[src/common/wssc_pkg.sv]
// Shared constants and types for the wireless safety state controller
package wssc_pkg;

    // Clock period and supervision times
    localparam int CLK_NS = 8;
    localparam int LINK_TMO_US = 100; // Silence allowed on a live link
    localparam int CPL_TMO_MS = 5; // Coupling or uncoupling window
    // Longest times, so rounded down to whole cycles
    localparam int LINK_TMO_CYC = (LINK_TMO_US * 1000) / CLK_NS;
    localparam int CPL_TMO_CYC = (CPL_TMO_MS * 1000000) / CLK_NS;

    // Field widths
    localparam int UID_W = 32;
    localparam int TERM_W = 16;
    localparam int SEL_W = 2;

    // Synchroniser bit positions for the pin inputs
    localparam int SYNC_W = 4;
    localparam int SY_POWER_ON_SELF_TEST = 0;
    localparam int SY_RTT = 1;
    localparam int SY_KEY = 2;
    localparam int SY_STRAP = 3;

    // Edges after reset release before the strap is taken
    localparam logic [1:0] CAP_WAIT = 2'h2;

    // Values after reset
    localparam logic [SEL_W-1:0] SEL_RST = 2'h0;
    localparam logic [UID_W-1:0] UID_RST = 32'h0;
    localparam logic [TERM_W-1:0] TERM_RST = 16'h0;

    // Supervisory states, Gray coded along off-idle-couple-run-uncouple-safe
    typedef enum logic [2:0] {
        ST_OFF = 3'h0,
        ST_IDLE = 3'h1,
        ST_COUPLE = 3'h3,
        ST_RUN = 3'h2,
        ST_UNCPL = 3'h6,
        ST_SAFE = 3'h7,
        ST_EMG = 3'h4
    } wssc_state_t;

    // Message commands from the terminal
    typedef enum logic [2:0] {
        CMD_DATA = 3'h0,
        CMD_COUPLE = 3'h1,
        CMD_CONFIRM = 3'h2,
        CMD_UNCOUPLE = 3'h3,
        CMD_FAIL = 3'h4
    } wssc_cmd_t;

endpackage

[src/rtl/wssc_ctrl.sv]
// Supervisory state machine and safety contact drive of the cabinet side
// Operation
// - Idle without terminal keeps stop contact closed
// - Run only after coupling; contacts follow terminal
// - Safe state opens stop and enabling contacts; selector holds
// - Lost radio link after coupling enters safe
// - Any self-test or runtime failure enters emergency
// - Emergency ignores commands, keeps stop contacts open
// - Emergency is left only by reset (rst_b low)
// - Key mode is a fixed factory setting
// - Double key: pairing data only from keys
// - Double key: either key fits either side
// - Single key: couple only with written module
// - Terminal is bound to no particular key
// - Every message carries key identity; foreign rejected
// - One terminal controls one station only
// - Safe records whether it came from run or uncoupling
// - Failed coupling or uncoupling timeout enters safe
`timescale 1ns/1ns
module wssc_ctrl
    import wssc_pkg::*;
#(
    parameter int LINK_CYC = LINK_TMO_CYC,
    parameter int CPL_CYC = CPL_TMO_CYC
)
(
    input wire logic clk, // System clock, 125 MHz
    input wire logic rst_b, // Async reset, active low
    input wire logic factory_double_key, // Factory strap pin
    input wire logic power_on_self_test_fail, // Power-on self-test failed, pin
    input wire logic rtt_fail, // Runtime test failed, pin
    input wire logic cab_key_present, // Cabinet key inserted, pin
    input wire logic [UID_W-1:0] cab_key_uid, // Cabinet key content
    input wire logic [UID_W-1:0] radio_uid, // Cabinet radio module identity
    input wire logic msg_valid, // Received message, one-cycle pulse
    input wire logic [UID_W-1:0] msg_uid, // Key identity in message
    input wire logic [TERM_W-1:0] msg_term, // Sending terminal address
    input wire logic [2:0] msg_cmd, // Message command
    input wire logic msg_stop, // Terminal stop button closed
    input wire logic msg_enable, // Terminal enabling device closed
    input wire logic [SEL_W-1:0] msg_select, // Terminal state selector
    output logic out_stop_q, // Stop contact closed
    output logic out_enable_q, // Enabling contact closed
    output logic [SEL_W-1:0] out_select_q, // State selector contacts
    output logic tx_valid_q, // Reply to accepted message, pulse
    output logic [UID_W-1:0] tx_uid_q, // Key identity stamped on reply
    output wssc_state_t state_q, // Supervisory state
    output logic safe_run_q, // Safe variant: entered from run or uncouple
    output logic double_q // Captured key mode
);

    ////////////////////////////////////////////////////////////////////
    // Pin synchronisers and factory strap capture
    logic [SYNC_W-1:0] sy1_q, sy2_q;
    logic [1:0] cap_cnt_q, cap_cnt_d;
    logic cap_done_q, cap_done_d, double_d;

    // Strap is taken once after release; nothing later can move it
    always_comb
    begin
        cap_cnt_d = cap_cnt_q;
        cap_done_d = cap_done_q;
        double_d = double_q;
        if (!cap_done_q)
        begin
            if (cap_cnt_q == CAP_WAIT)
            begin
                cap_done_d = 1'b1;
                double_d = sy2_q[SY_STRAP];
            end
            else
            begin
                cap_cnt_d = cap_cnt_q + 1'b1;
            end
        end
    end

    always_ff @(posedge clk or negedge rst_b)
    begin
        if (!rst_b)
        begin
            sy1_q <= '0;
            sy2_q <= '0;
            cap_cnt_q <= '0;
            cap_done_q <= 1'b0;
            double_q <= 1'b0;
        end
        else
        begin
            sy1_q <= {factory_double_key, cab_key_present, rtt_fail, power_on_self_test_fail};
            sy2_q <= sy1_q;
            cap_cnt_q <= cap_cnt_d;
            cap_done_q <= cap_done_d;
            double_q <= double_d;
        end
    end

    ////////////////////////////////////////////////////////////////////
    // Message screening and supervision timers
    logic [UID_W-1:0] session_uid;
    logic [TERM_W-1:0] term_q, term_d;
    logic uid_ok, locked, acc, fail_any, link_exp, cpl_exp;

    wssc_key_match u_key (
        .double_mode(double_q),
        .key_present(sy2_q[SY_KEY]),
        .key_uid(cab_key_uid),
        .radio_uid(radio_uid),
        .msg_uid(msg_uid),
        .session_uid(session_uid),
        .uid_ok(uid_ok)
    );

    // While coupling, running or uncoupling, addresses other than the session terminal are shut out
    assign locked = (state_q == ST_COUPLE) || (state_q == ST_RUN)
                  || (state_q == ST_UNCPL);
    assign acc = msg_valid && uid_ok && (state_q != ST_OFF)
               && (state_q != ST_EMG)
               && (!locked || (msg_term == term_q));

    // Either side's test failure; terminal reports its own by message
    assign fail_any = sy2_q[SY_POWER_ON_SELF_TEST] || sy2_q[SY_RTT]
                    || (msg_valid && uid_ok && (msg_cmd == CMD_FAIL));

    // Link silence counts while the terminal is meant to be talking
    wssc_timer #(
        .CYCLES(LINK_CYC)
    ) u_link_tmr (
        .clk(clk),
        .rst_b(rst_b),
        .run((state_q == ST_RUN) || (state_q == ST_UNCPL)),
        .restart(acc),
        .expired(link_exp)
    );

    // One window covers both coupling and uncoupling procedures
    wssc_timer #(
        .CYCLES(CPL_CYC)
    ) u_cpl_tmr (
        .clk(clk),
        .rst_b(rst_b),
        .run((state_q == ST_COUPLE) || (state_q == ST_UNCPL)),
        .restart(1'b0),
        .expired(cpl_exp)
    );

    ////////////////////////////////////////////////////////////////////
    // Supervisory state machine
    wssc_state_t state_d;
    logic safe_run_d;

    // Failure outranks every other event, including a pending command
    always_comb
    begin
        state_d = state_q;
        safe_run_d = safe_run_q;
        term_d = term_q;
        if (fail_any || (state_q == ST_EMG))
            state_d = ST_EMG;
        else
        begin
            case (state_q)
                ST_OFF:
                    if (cap_done_q)
                        state_d = ST_IDLE;
                ST_IDLE:
                    if (acc && (msg_cmd == CMD_COUPLE))
                    begin
                        state_d = ST_COUPLE;
                        term_d = msg_term;
                    end
                ST_COUPLE:
                    if (acc && (msg_cmd == CMD_CONFIRM))
                        state_d = ST_RUN;
                    else if (cpl_exp)
                    begin
                        state_d = ST_SAFE;
                        safe_run_d = 1'b0;
                    end
                ST_RUN:
                    if (link_exp)
                    begin
                        state_d = ST_SAFE;
                        safe_run_d = 1'b1;
                    end
                    else if (acc && (msg_cmd == CMD_UNCOUPLE))
                        state_d = ST_UNCPL;
                ST_UNCPL:
                    if (acc && (msg_cmd == CMD_CONFIRM))
                        state_d = ST_IDLE;
                    else if (cpl_exp || link_exp)
                    begin
                        state_d = ST_SAFE;
                        safe_run_d = 1'b1;
                    end
                ST_SAFE:
                    // Data from the same terminal resumes run directly when safe came from run or uncoupling
                    if (acc && (msg_cmd == CMD_COUPLE))
                    begin
                        state_d = ST_COUPLE;
                        term_d = msg_term;
                    end
                    else if (acc && safe_run_q && (msg_cmd == CMD_DATA)
                             && (msg_term == term_q))
                        state_d = ST_RUN;
                default:
                    state_d = ST_SAFE;
            endcase
        end
    end

    always_ff @(posedge clk or negedge rst_b)
    begin
        if (!rst_b)
        begin
            state_q <= ST_OFF;
            safe_run_q <= 1'b0;
            term_q <= TERM_RST;
        end
        else
        begin
            state_q <= state_d;
            safe_run_q <= safe_run_d;
            term_q <= term_d;
        end
    end

    ////////////////////////////////////////////////////////////////////
    // Safety contacts and replies

    logic stop_d, enable_d, tx_valid_d, run_upd;
    logic [SEL_W-1:0] select_d;
    logic [UID_W-1:0] tx_uid_d;

    assign run_upd = acc && ((msg_cmd == CMD_DATA) || (msg_cmd == CMD_CONFIRM));

    // Decoded from next state so contacts move on the deciding edge
    always_comb
    begin
        stop_d = 1'b0;
        enable_d = 1'b0;
        select_d = out_select_q; // Selector keeps its last valid value
        case (state_d)
            ST_IDLE:
            begin
                stop_d = 1'b1;
            end
            ST_RUN:
            begin
                stop_d = out_stop_q;
                enable_d = out_enable_q;
                if (run_upd)
                begin
                    stop_d = msg_stop;
                    enable_d = msg_enable;
                    select_d = msg_select;
                end
            end
            default:
            begin
                stop_d = 1'b0;
            end
        endcase
        tx_valid_d = acc;
        tx_uid_d = acc ? session_uid : tx_uid_q;
    end

    always_ff @(posedge clk or negedge rst_b)
    begin
        if (!rst_b)
        begin
            out_stop_q <= 1'b0;
            out_enable_q <= 1'b0;
            out_select_q <= SEL_RST;
            tx_valid_q <= 1'b0;
            tx_uid_q <= UID_RST;
        end
        else
        begin
            out_stop_q <= stop_d;
            out_enable_q <= enable_d;
            out_select_q <= select_d;
            tx_valid_q <= tx_valid_d;
            tx_uid_q <= tx_uid_d;
        end
    end
endmodule

[src/rtl/wssc_timer.sv]
// Saturating supervision timer for link and coupling windows
`timescale 1ns/1ns
module wssc_timer
    import wssc_pkg::*;
#(
    parameter int CYCLES = 16
)
(
    input wire logic clk, // System clock
    input wire logic rst_b, // Async reset, active low
    input wire logic run, // Count while high, clear while low
    input wire logic restart, // Start the window again
    output logic expired // Window used up, level
);

    localparam int CW = $clog2(CYCLES + 1);
    localparam logic [CW-1:0] LAST = CW'(CYCLES);

    logic [CW-1:0] cnt_q;
    logic [CW-1:0] cnt_d;

    // Saturate so a late restart never wraps into a false expiry
    always_comb
    begin
        cnt_d = cnt_q;
        if (!run || restart)
        begin
            cnt_d = '0;
        end
        else if (cnt_q != LAST)
        begin
            cnt_d = cnt_q + 1'b1;
        end
    end

    always_ff @(posedge clk or negedge rst_b)
    begin
        if (!rst_b)
        begin
            cnt_q <= '0;
        end
        else
        begin
            cnt_q <= cnt_d;
        end
    end

    assign expired = (cnt_q == LAST);

endmodule

[src/rtl/wssc_key_match.sv]
// Pairing key check: picks the session identity and screens messages
`timescale 1ns/1ns
module wssc_key_match
    import wssc_pkg::*;
(
    input wire logic double_mode, // Factory mode, high for double key
    input wire logic key_present, // Cabinet key inserted
    input wire logic [UID_W-1:0] key_uid, // Identity read from cabinet key
    input wire logic [UID_W-1:0] radio_uid, // Identity of cabinet radio module
    input wire logic [UID_W-1:0] msg_uid, // Identity carried by message
    output logic [UID_W-1:0] session_uid, // Identity to stamp on replies
    output logic uid_ok // Message belongs to this pairing
);

    // Terminal identity never enters the check, so any terminal may pair
    always_comb
    begin
        if (double_mode)
        begin
            // No stored pairing data; either identical key fits here
            session_uid = key_uid;
            uid_ok = key_present && (msg_uid == key_uid);
        end
        else
        begin
            // Terminal key was written with this radio module identity
            session_uid = radio_uid;
            uid_ok = (msg_uid == radio_uid);
        end
    end

endmodule

[config.mk]
export PLATFORM = sky130hd
export DESIGN_NAME = wssc_ctrl
export DESIGN_NICKNAME = d
export VERILOG_FILES = /design/src/common/wssc_pkg.sv /design/src/rtl/wssc_ctrl.sv /design/src/rtl/wssc_timer.sv /design/src/rtl/wssc_key_match.sv
export SDC_FILE = /design/constraint.sdc
export NUM_CORES = 1
export LEC_CHECK = 0
export BUFFER_PORTS_ARGS = -buffer_cell sky130_fd_sc_hd__buf_2
export CAP_MARGIN = 30
export CORE_ASPECT_RATIO = 1.4
export CORE_MARGIN = 5
export CORE_UTILIZATION = 57
export DETAILED_ROUTE_END_ITERATION = 12
export GPL_TIMING_DRIVEN = 0
export PLACE_DENSITY_LB_ADDON = 0.25
export SLEW_MARGIN = 20
export SYNTH_ARGS = -nofsm -noshare
export SYNTH_HDL_FRONTEND = slang
export SYNTH_SLANG_ARGS = --single-unit
[constraint.sdc]
create_clock -name clk -period 5.6 [get_ports clk]
set_input_delay 0.84 -clock clk [delete_from_list [all_inputs] [get_ports clk]]
set_output_delay 0.84 -clock clk [all_outputs]
set_load 0.01 [all_outputs]
======== Yosys cells after proc, flatten, opt, wreduce, memory -nomap -nowiden ========
Cells that the tools add are included.
Widths: inputs -> output; s select.
cells by class
  $add $sub $neg .......................... 3
  multipliers ............................. 0
  div/mod/pow operators ................... 0
  $lt $le $gt $ge ......................... 0
  equal/unequal tests ..................... 28
  shifts and indexed selects .............. 0
  multiplexer cells ....................... 30
  bitwise gates (word level) .............. 3
  reductions and logical operators ........ 37
operators with widths
  operator               count
  $eq 32x32->1           2
  $mux 20                2
  $mux 3                 11
  $mux 32                1
  $mux 14                2
  $add 20x1->20 const B  1
  $eq 20x20->1 const B   1
  $ne 20x20->1 const B   1
  $pmux 3 s6             1
  $eq 16x16->1           1
  $eq 3x2->1 const B     5
  $add 14x1->14 const B  1
  $eq 14x14->1 const B   1
  $ne 14x14->1 const B   1
  $logic_and 1x1->1      13
  $eq 3x3->1 const B     4
  $ne 2x2->1 const B     6
  $logic_or 1x1->1       11
  $mux 1                 11
  $eq 3x1->1 const B     3
  $reduce_and 7->1       1
  $logic_not 3->1        2
  $reduce_and 2->1       3
  $reduce_bool 3->1      2
  11 further kinds       14
word-level totals
  register bits ........................... 103
  latch bits .............................. 0
  RAM bits ................................ 0
  memory bits (read-only) ................. 0
  bits of input ports ..................... 126
  output and inout bits ................... 42
  logic and storage cells ................. 116
  memories kept ........................... 0

======== Logic depth before layout (Yosys ltp) ========
Gate-level depths: netlist of the first run.
  word-level depth ........................ 16
  gate-level depth with buffers ........... 12
  gate-level depth less buffers ........... 11

======== By module ========
From an unflattened synthesis of the first run, not the netlist that was laid out.
second synthesis, totals
  cell total of the unflattened synthesis .. 548
  area, all modules ....................... 6023.3 µm²
by module, submodules not included
  module                   instances  cells each  area each (µm²)  seq. area each (µm²)
  wssc_ctrl                1          230         3055.4           1726.7
  wssc_timer (u_cpl_tmr)   1          116         1112.3           500.5
  wssc_key_match           1          123         1092.3           0.0
  wssc_timer (u_link_tmr)  1          79          763.2            350.3

======== Least setup slack after synthesis of the first run ========
No wires, ideal clock.
  kind .................................... input to register
  from .................................... input port radio_uid[31]
  to ...................................... register term_q[10]
  setup time .............................. 0.125 ns
  arrival time ............................ 3.022 ns
  required time ........................... 5.475 ns
  path slack .............................. 2.454 ns
  stages on the path ...................... 8
  buffers on the path ..................... 1
  path through ............................ xor2_1 nor4_1 nand2_1 o41ai_1 a21boi_0 nand4b_4 buf_2 mux2_2
between the ends
  cells in the longest elaborated chain, start to end .. 8
  elaborated cells between the ends (all ways) .. 12
  classes of those cells .................. eq/ne: 1; mux: 1; bitwise: 1; reduce/logical: 9
RTL lines
  element                                                RTL line                            text
  start: declaration                                     wssc_ctrl.sv:34                     input wire logic [UID_W-1:0] radio_uid,
  $eq 32x32->1 *                                         wssc_key_match.sv:28                uid_ok = (msg_uid == radio_uid);
  $mux 1 *                                               wssc_key_match.sv:18                if (double_mode)
  $logic_and 1x1->1 *                                    wssc_ctrl.sv:117, wssc_ctrl.sv:123
  $logic_and 1x1->1 (on tied branches)                   wssc_ctrl.sv:117, wssc_ctrl.sv:123
  $logic_and 1x1->1 or $logic_or 1x1->1 (tied branches)  wssc_ctrl.sv:118, wssc_ctrl.sv:123
  $logic_and 1x1->1 or $logic_or 1x1->1 (tied branches)  wssc_ctrl.sv:119, wssc_ctrl.sv:158
  $logic_and 1x1->1 or $not 1->1 (tied branches)         --
  $reduce_and 3->1 (no source line) *                    --
  end signal: assignment                                 wssc_ctrl.sv:224                    term_q <= term_d;
  end: declaration                                       wssc_ctrl.sv:101                    logic [TERM_W-1:0] term_q, term_d;
Every way passes the cells marked *; elsewhere a longest branch is shown, timed or not.
A chain may end at the register's enable or synchronous reset.

======== Worst setup path in the final report of the first run ========
  from .................................... input port radio_uid[31]
  to ...................................... register term_q[9]
The elaborated chain is that of the path after synthesis.

==> run metrics, run 1 <==
# rows=44; height of the die=131.6 um; vias in the first global route=5743; top fanout value on the critical path=10; syn nets=746; first-pass GRT wire length=27.80 mm; Post-synth top flop=dfrtp_1; area leader, netlist=dfrtp_1; distinct cell type count of the synthesized netlist=56; post-CTS sizing=0; setup skew after layout=7.956 ps; power per standard cell area=215.9 mW/mm^2; worst reg-to-reg path cell count=8; htree depth=3; R2R setup slack=2430 ps; Num CTS Buffers=9; CTS tree=yes; Crit. Startpoint=radio_uid[31]; initial antenna violation count=2; clock latency on the worst-skew pair=350 ps; synthesized area per cell=9.794 um^2; Top Ports=168; Synth Cell Area=0.006023 mm^2; pin count of the biggest net entering global routing=76; hold_buf cts=0; Synth-to-Final Area Change=22.48%; fmax=0.2709 GHz; Adder-Cell Fraction of Synth Area=1.039%; Final nets=925; CP arrival=3920 ps; portion of total power attributed to the clock network=40.9%; PortBufs=166; CTS clk-pin slew, worst paths=70 ps; CP startpoint kind=input port; post-DR vias/cell=5.625; Comb power frac=12.1%; Synth Register Bits=103; Starting DRT DRC Count=200; EDFF count, synth=0; DIE WIDTH=96.88 um; Final min period=3692 ps; clk buf depth=2; drt total wl=17.20 mm; sequential share of the synthesized area=42.79%; Starting Density=58.20%; Reg power frac=46.9%; Hold Path Stages=0; setup TNS=0 ps; Core ar.=0.01035 mm^2; Slew Limit Fails=0; worst hold path type=flip-flop to flip-flop; First-pass DRT Iterations=5; share of layout cells above drive strength 1=27.69%; internal power=0.001195 W; Vias=5276; top cells by area, synth=dfrtp_1, xor2_1, mux2i_1, xnor2_1, o21ai_0; Yosys top cell area share=42.79%; outcome=completed; commonest non-fill, non-tap cell in the layout=buf_2; main combinational cell family by area after synthesis=simple AND/OR/NAND/NOR gates; Rel. slew slack=46.36%; postcts setup bufs=0; gpl congestion=0.9313; DP HPWL=14.03 mm; reg2reg end=term_q[9]; WL/cell=18.34 um; final setup violation count=0; Worst Path Class, Setup=input port to flip-flop; Total GRT Usage=26.88%; ANT nets after route=0; max_cap viols=0; Root Buffer=clkbuf_16; Crit. End Element=flip-flop; DRC violations left=0; worst-margin pin slew=797.2 ps; total gr overflow=0; CP endpoint=term_q[9]; RSZ-0062 raised after global routing=no; fin crit share=65.93%; Async SR Flop Fraction=100.0%; switch share=25.00%; Worst EP required=5830 ps; die area=0.01275 mm^2; CTS Sinks=103; Simple-Gate Fraction of Synth Area=20.57%; origin of the critical flop-to-flop path=double_q; Hold WS=350.6 ps; Final Core Density=71.28%; XOR/XNOR Fraction of Synth Area=16.58%; mux cell area share after synthesis=9.514%; switching pwr=0.0003981 W; Leak Pwr=3.513 nW; synth warn=0; post-synthesis compound-gate area fraction=6.440%; final hold viol count=0; most frequent cells in the layout=buf_2, dfrtp_1, xor2_1, nor2_1, nand2_1; peak supply drop=155.5 uV; cells after synthesis=615
stage by stage:
stage | power [W] | setup WS (ps) | instances | instance area (um^2)
after global routing | 0.001646 | 1710 | 938 | 7377
after floorplan | 0.0008382 | 2454 | 615 | 6023
final | 0.001593 | 1908 | 938 | 7377
after detailed placement | 0.0009536 | 1636 | 921 | 7066
after CTS | 0.001596 | 1991 | 936 | 7372
after global placement | 0.0009479 | 1686 | 919 | 7027
power by group through the flow:
stage / clock [W] / combinational, W / sequential, W
after CTS: 0.000656 / 0.000192 / 0.000748
after global routing: 0.000690 / 0.000209 / 0.000747
after global placement: 0 / 0.000186 / 0.000762
after detailed placement: 0 / 0.000192 / 0.000762
after floorplan: 0 / 0.0000760 / 0.000762
final: 0.000652 / 0.000193 / 0.000748
cell families (layout without fill, tap and decap cells):
logic type / Yosys count / count (layout)
mux: 54 / 54
xor+xnor: 114 / 114
buf+inv: 37 / 220
fa+ha+maj: 5 / 5
flops: 103 / 103
simple gates: 236 / 236
other cells: 0 / 2
compound gates: 66 / 66
sequential cells by signal, summed over array words and instances (netlist names):
| register | flops |
|---|---|
| tx_uid_q | 32 |
| u_cpl_tmr.cnt_q | 20 |
| term_q | 16 |
| u_link_tmr.cnt_q | 14 |
| sy1_q | 4 |
| sy2_q | 4 |
| state_q | 3 |
| cap_cnt_q | 2 |
| out_select_q | 2 |
| cap_done_q | 1 |
| double_q | 1 |
| out_enable_q | 1 |
| out_stop_q | 1 |
| safe_run_q | 1 |
| tx_valid_q | 1 |
layer usage:
layer / track usage (%) / part of all wire (%) / vias up / wire length [um]
met3: 5.514 / 6.1 / 49 / 1055
met5: 0 / 0 / - / 0
met2: 49.88 / 54 / 221 / 9267
met1: 28.37 / 36 / 2504 / 6140
met4: 13.66 / 4.3 / 0 / 740
li1: - / - / 2502 / -
critical path: stages:
cell      delay [ps]
buf_2            110
xor2_1           190
nor4_1           530
nand2_1          120
o41ai_1          730
a21boi_0         460
nand4b_4         280
buf_2            280
mux2_2           370
worst min path at each step:
stage / from / endpoint / slack, ps
finish: sy1_q[1] / sy2_q[1] / 350
global route: sy1_q[1] / sy2_q[1] / 360
CTS: sy1_q[1] / sy2_q[1] / 350
detailed placement: sy1_q[1] / sy2_q[1] / 340
global placement: sy1_q[3] / sy2_q[3] / 330
floorplan: sy1_q[0] / sy2_q[0] / 330
cell usage after synthesis (all sizes together) (2+ instances only):
library cell    n
a211oi          2
a21boi          2
a21oi           6
and2            3
and2b           2
and3           10
and4            3
buf             3
clkbuf         19
dfrtp         103
ha              5
inv            15
mux2           20
mux2i          34
nand2          54
nand2b          2
nand3          24
nand3b          4
nand4          14
nand4b          2
nor2           55
nor2b           5
nor3           10
nor4           28
o21a            4
o21ai          43
or2             2
or3             3
or4             9
xnor2          37
xor2           77
area by class of cell:
cell class	instances	area [um^2]
antenna	2	5.005
tap	138	172.7
buffer	22	128.9
sequential	103	2577
inverter	15	56.30
clock inverter	4	53.80
timing repair buffer	168	869.6
fill	841	2973
clock buffer	11	252.7
multi-input combinational	475	3261
Note: power is estimated with default switching activity, not from simulation.
==> inputs of run 2 (changes only) <==
--- a/config.mk
+++ b/config.mk
@@ -9,7 +9,7 @@
 export CAP_MARGIN = 30
 export CORE_ASPECT_RATIO = 1.4
 export CORE_MARGIN = 5
-export CORE_UTILIZATION = 57
+export CORE_UTILIZATION = 48
 export DETAILED_ROUTE_END_ITERATION = 12
 export GPL_TIMING_DRIVEN = 0
 export PLACE_DENSITY_LB_ADDON = 0.25
==> constraint.sdc (replaced) <==
create_clock -name clk -period 3.26 [get_ports clk]
set_input_delay 0.489 -clock clk [delete_from_list [all_inputs] [get_ports clk]]
set_output_delay 0.489 -clock clk [all_outputs]
set_load 0.01 [all_outputs]
==> run metrics, run 2 (same netlist as run 1, synthesis figures left out) <==
initial antenna violation count=1 (was 2); Rel. slew slack=52.03% (was 46.36%); Worst EP required=3490 ps (was 5830 ps); origin of the critical flop-to-flop path=double_q (unchanged); multi-input combinational cell area=0.003287 mm^2 (was 0.003261 mm^2); Crit path top cell by count=buf_2 (unchanged); CP startpoint kind=input port (unchanged); Fillers=1084 (was 841); Reg power frac=44.6% (was 46.9%); power per standard cell area=386.7 mW/mm^2 (was 215.9 mW/mm^2); Starting Density=48.92% (was 58.20%); Core ar.=0.01231 mm^2 (was 0.01035 mm^2); WL/cell=18.30 um (was 18.34 um); CTS Sinks=103 (unchanged); Total GRT Usage=23.21% (was 26.88%); worst reg-to-reg path cell count=9 (was 8); Starting DRT DRC Count=177 (was 200); htree depth=3 (unchanged); max_cap viols=0 (unchanged); Final min period=3069 ps; DRC violations left=0 (unchanged); fmax=0.3259 GHz; internal power=0.002190 W (was 0.001195 W); clk buf depth=2 (unchanged); die area=0.01492 mm^2 (was 0.01275 mm^2); DIE WIDTH=104.7 um (was 96.88 um); Worst Path Class, Setup=input port to flip-flop (unchanged); clock latency on the worst-skew pair=350 ps (about the same); Leak Pwr=3.540 nW (was 3.513 nW); height of the die=142.5 um (was 131.6 um); Root Buffer=clkbuf_16 (unchanged); Top Ports=168 (unchanged); # rows=48 (was 44); post-CTS sizing=3 (was 0); Num CTS Buffers=9 (unchanged); CP cell instances=buf_2, xor2_1, nor4_2, nand2_1, o41ai_2, a21boi_0, nand4b_4, buf_2, mux2_2 (was buf_2, xor2_1, nor4_1, nand2_1, o41ai_1, a21boi_0, nand4b_4, buf_2, mux2_2); max FFs per register=32 (unchanged); post-DR vias/cell=5.466 (was 5.625); largest reg by FF count=tx_uid_q (unchanged); worst-margin pin slew=719.5 ps (was 797.2 ps); ant diodes=0 (was 2); share of layout cells above drive strength 1=28.04% (was 27.69%); commonest non-fill, non-tap cell in the layout=buf_2 (unchanged); first-pass GRT wire length=27.59 mm (was 27.80 mm); gpl congestion=0.9302 (was 0.9313); CP endpoint=term_q[13] (was term_q[9]); Largest stage delay, worst path=570 ps (was 730 ps); First-pass DRT Iterations=4 (was 5); postcts setup bufs=0 (unchanged); setup TNS=0 ps (unchanged); PortBufs=166 (unchanged); Crit. End Element=flip-flop (unchanged); most frequent cells in the layout=buf_2, dfrtp_1, xor2_1, nor2_1, nand2_1 (unchanged); top fanout value on the critical path=10 (unchanged); Vias=5187 (was 5276); final setup violation count=0 (unchanged); hold_buf cts=0 (unchanged); Final Core Density=60.53% (was 71.28%); design area=0.007452 mm^2 (was 0.007377 mm^2); R2R setup slack=280 ps (was 2430 ps); slowest CP cell=o41ai_2 (was o41ai_1); DP HPWL=14.22 mm (was 14.03 mm); CTS tree=yes (unchanged); outcome=completed (unchanged); CP arrival=3300 ps (was 3920 ps); total gr overflow=0 (unchanged); Slew Limit Fails=0 (unchanged); Synth-to-Final Area Change=23.72% (was 22.48%); crit path buf inv count=2 (unchanged); pin count of the biggest net entering global routing=67 (was 76); Comb power frac=11.5% (was 12.1%); final hold viol count=0 (unchanged); portion of total power attributed to the clock network=43.9% (was 40.9%); reg2reg end=out_select_q[1] (was term_q[9]); switching pwr=0.0006913 W (was 0.0003981 W); vias in the first global route=5447 (was 5743); Crit path max-delay family=simple AND/OR/NAND/NOR gates (was compound AO/OA/AOI/OAI gates); placed cell areas=0.007076 mm^2 (was 0.007066 mm^2); Crit. Startpoint=radio_uid[31] (unchanged); filler-free cell count of the finished design=949 (was 938); setup skew after layout=8.887 ps (was 7.956 ps); sequential cell area=0.002577 mm^2 (unchanged); peak supply drop=243.3 uV (was 155.5 uV); fin crit share=94.13%; ANT nets after route=0 (unchanged); largest registers=tx_uid_q x32, u_cpl_tmr.cnt_q x20, term_q x16 (unchanged); CTS clk-pin slew, worst paths=70 ps (about the same); Final nets=925 (unchanged); drt total wl=17.37 mm (was 17.20 mm); Levels on crit path=9 (unchanged); switch share=23.99% (was 25.00%); post-placement cell count=932 (was 921); worst hold path type=input port to async pin (was flip-flop to flip-flop)
## run 2: changes by cell type in the layout (fill, tap and decap cells not counted), moves of 2 or more
cell	delta
clkinvlp_4	-2
clkbuf_1	+2
diode_2	-2
bufinv_16	+2
nor4_1	-2
nor4_2	+2
## run 2: area by class of cell
cell class / count / area share (%)
Multi-Input combinational cell: 475 / 44.11
Sequential cell: 103 / 34.59
Timing Repair Buffer: 168 / 11.65
Clock buffer: 11 / 3.257
Tap cell: 150 / 2.518
Buffer: 22 / 1.729
Clock inverter: 5 / 1.394
Inverter: 15 / 0.7555
## run 2: metal layers
layer / track usage, % / part of all wire (%) / routed length [um]
met1: 25.04 / 38 / 6533
met5: 0 / 0.098 / 17
met3: 5.674 / 6.2 / 1078
met2: 44.44 / 54 / 9358
met4: 7.003 / 2.2 / 383
## run 2: worst min path at each step
stage                         from                  end  slack (ps)
after floorplan              rst_b         cap_cnt_q[0]         190
after global placement    sy1_q[1]             sy2_q[1]         330
after detailed placement  sy1_q[0]             sy2_q[0]         330
after CTS                    rst_b  u_link_tmr.cnt_q[7]          40
after global routing         rst_b  u_link_tmr.cnt_q[7]          50
final                        rst_b  u_link_tmr.cnt_q[6]          40
## run 2: worst register-to-register path: cells and delay by family, from the launching register on
kind	cells	cell delay, ps
flip-flops	1	380
AO/OA/AOI/OAI	2	560
AND/OR/NAND/NOR	5	1360
multiplexers	1	300
buffers and inverters	1	280
## run 2: power by group through the flow
| stage | clock, W | combinational, W | sequential [W] |
|---|---|---|---|
| after floorplan | 0 | 0.000131 | 0.00131 |
| after global placement | 0 | 0.000321 | 0.00131 |
| after CTS | 0.00129 | 0.000333 | 0.00128 |
| after detailed placement | 0 | 0.000330 | 0.00131 |
| after global routing | 0.00135 | 0.000357 | 0.00128 |
| final | 0.00127 | 0.000332 | 0.00128 |
## run 2: per-stage QoR
step | power (W) | hold slack [ps] | setup slack (ps)
global route | 0.002990 | 51.05 | -32.26
floorplan | 0.001440 | 193.4 | 464.8
CTS | 0.002906 | 40.58 | 142.6
global placement | 0.001630 | 334.2 | -673.9
finish | 0.002882 | 36.73 | 191.4
detailed placement | 0.001640 | 334.7 | -804.6
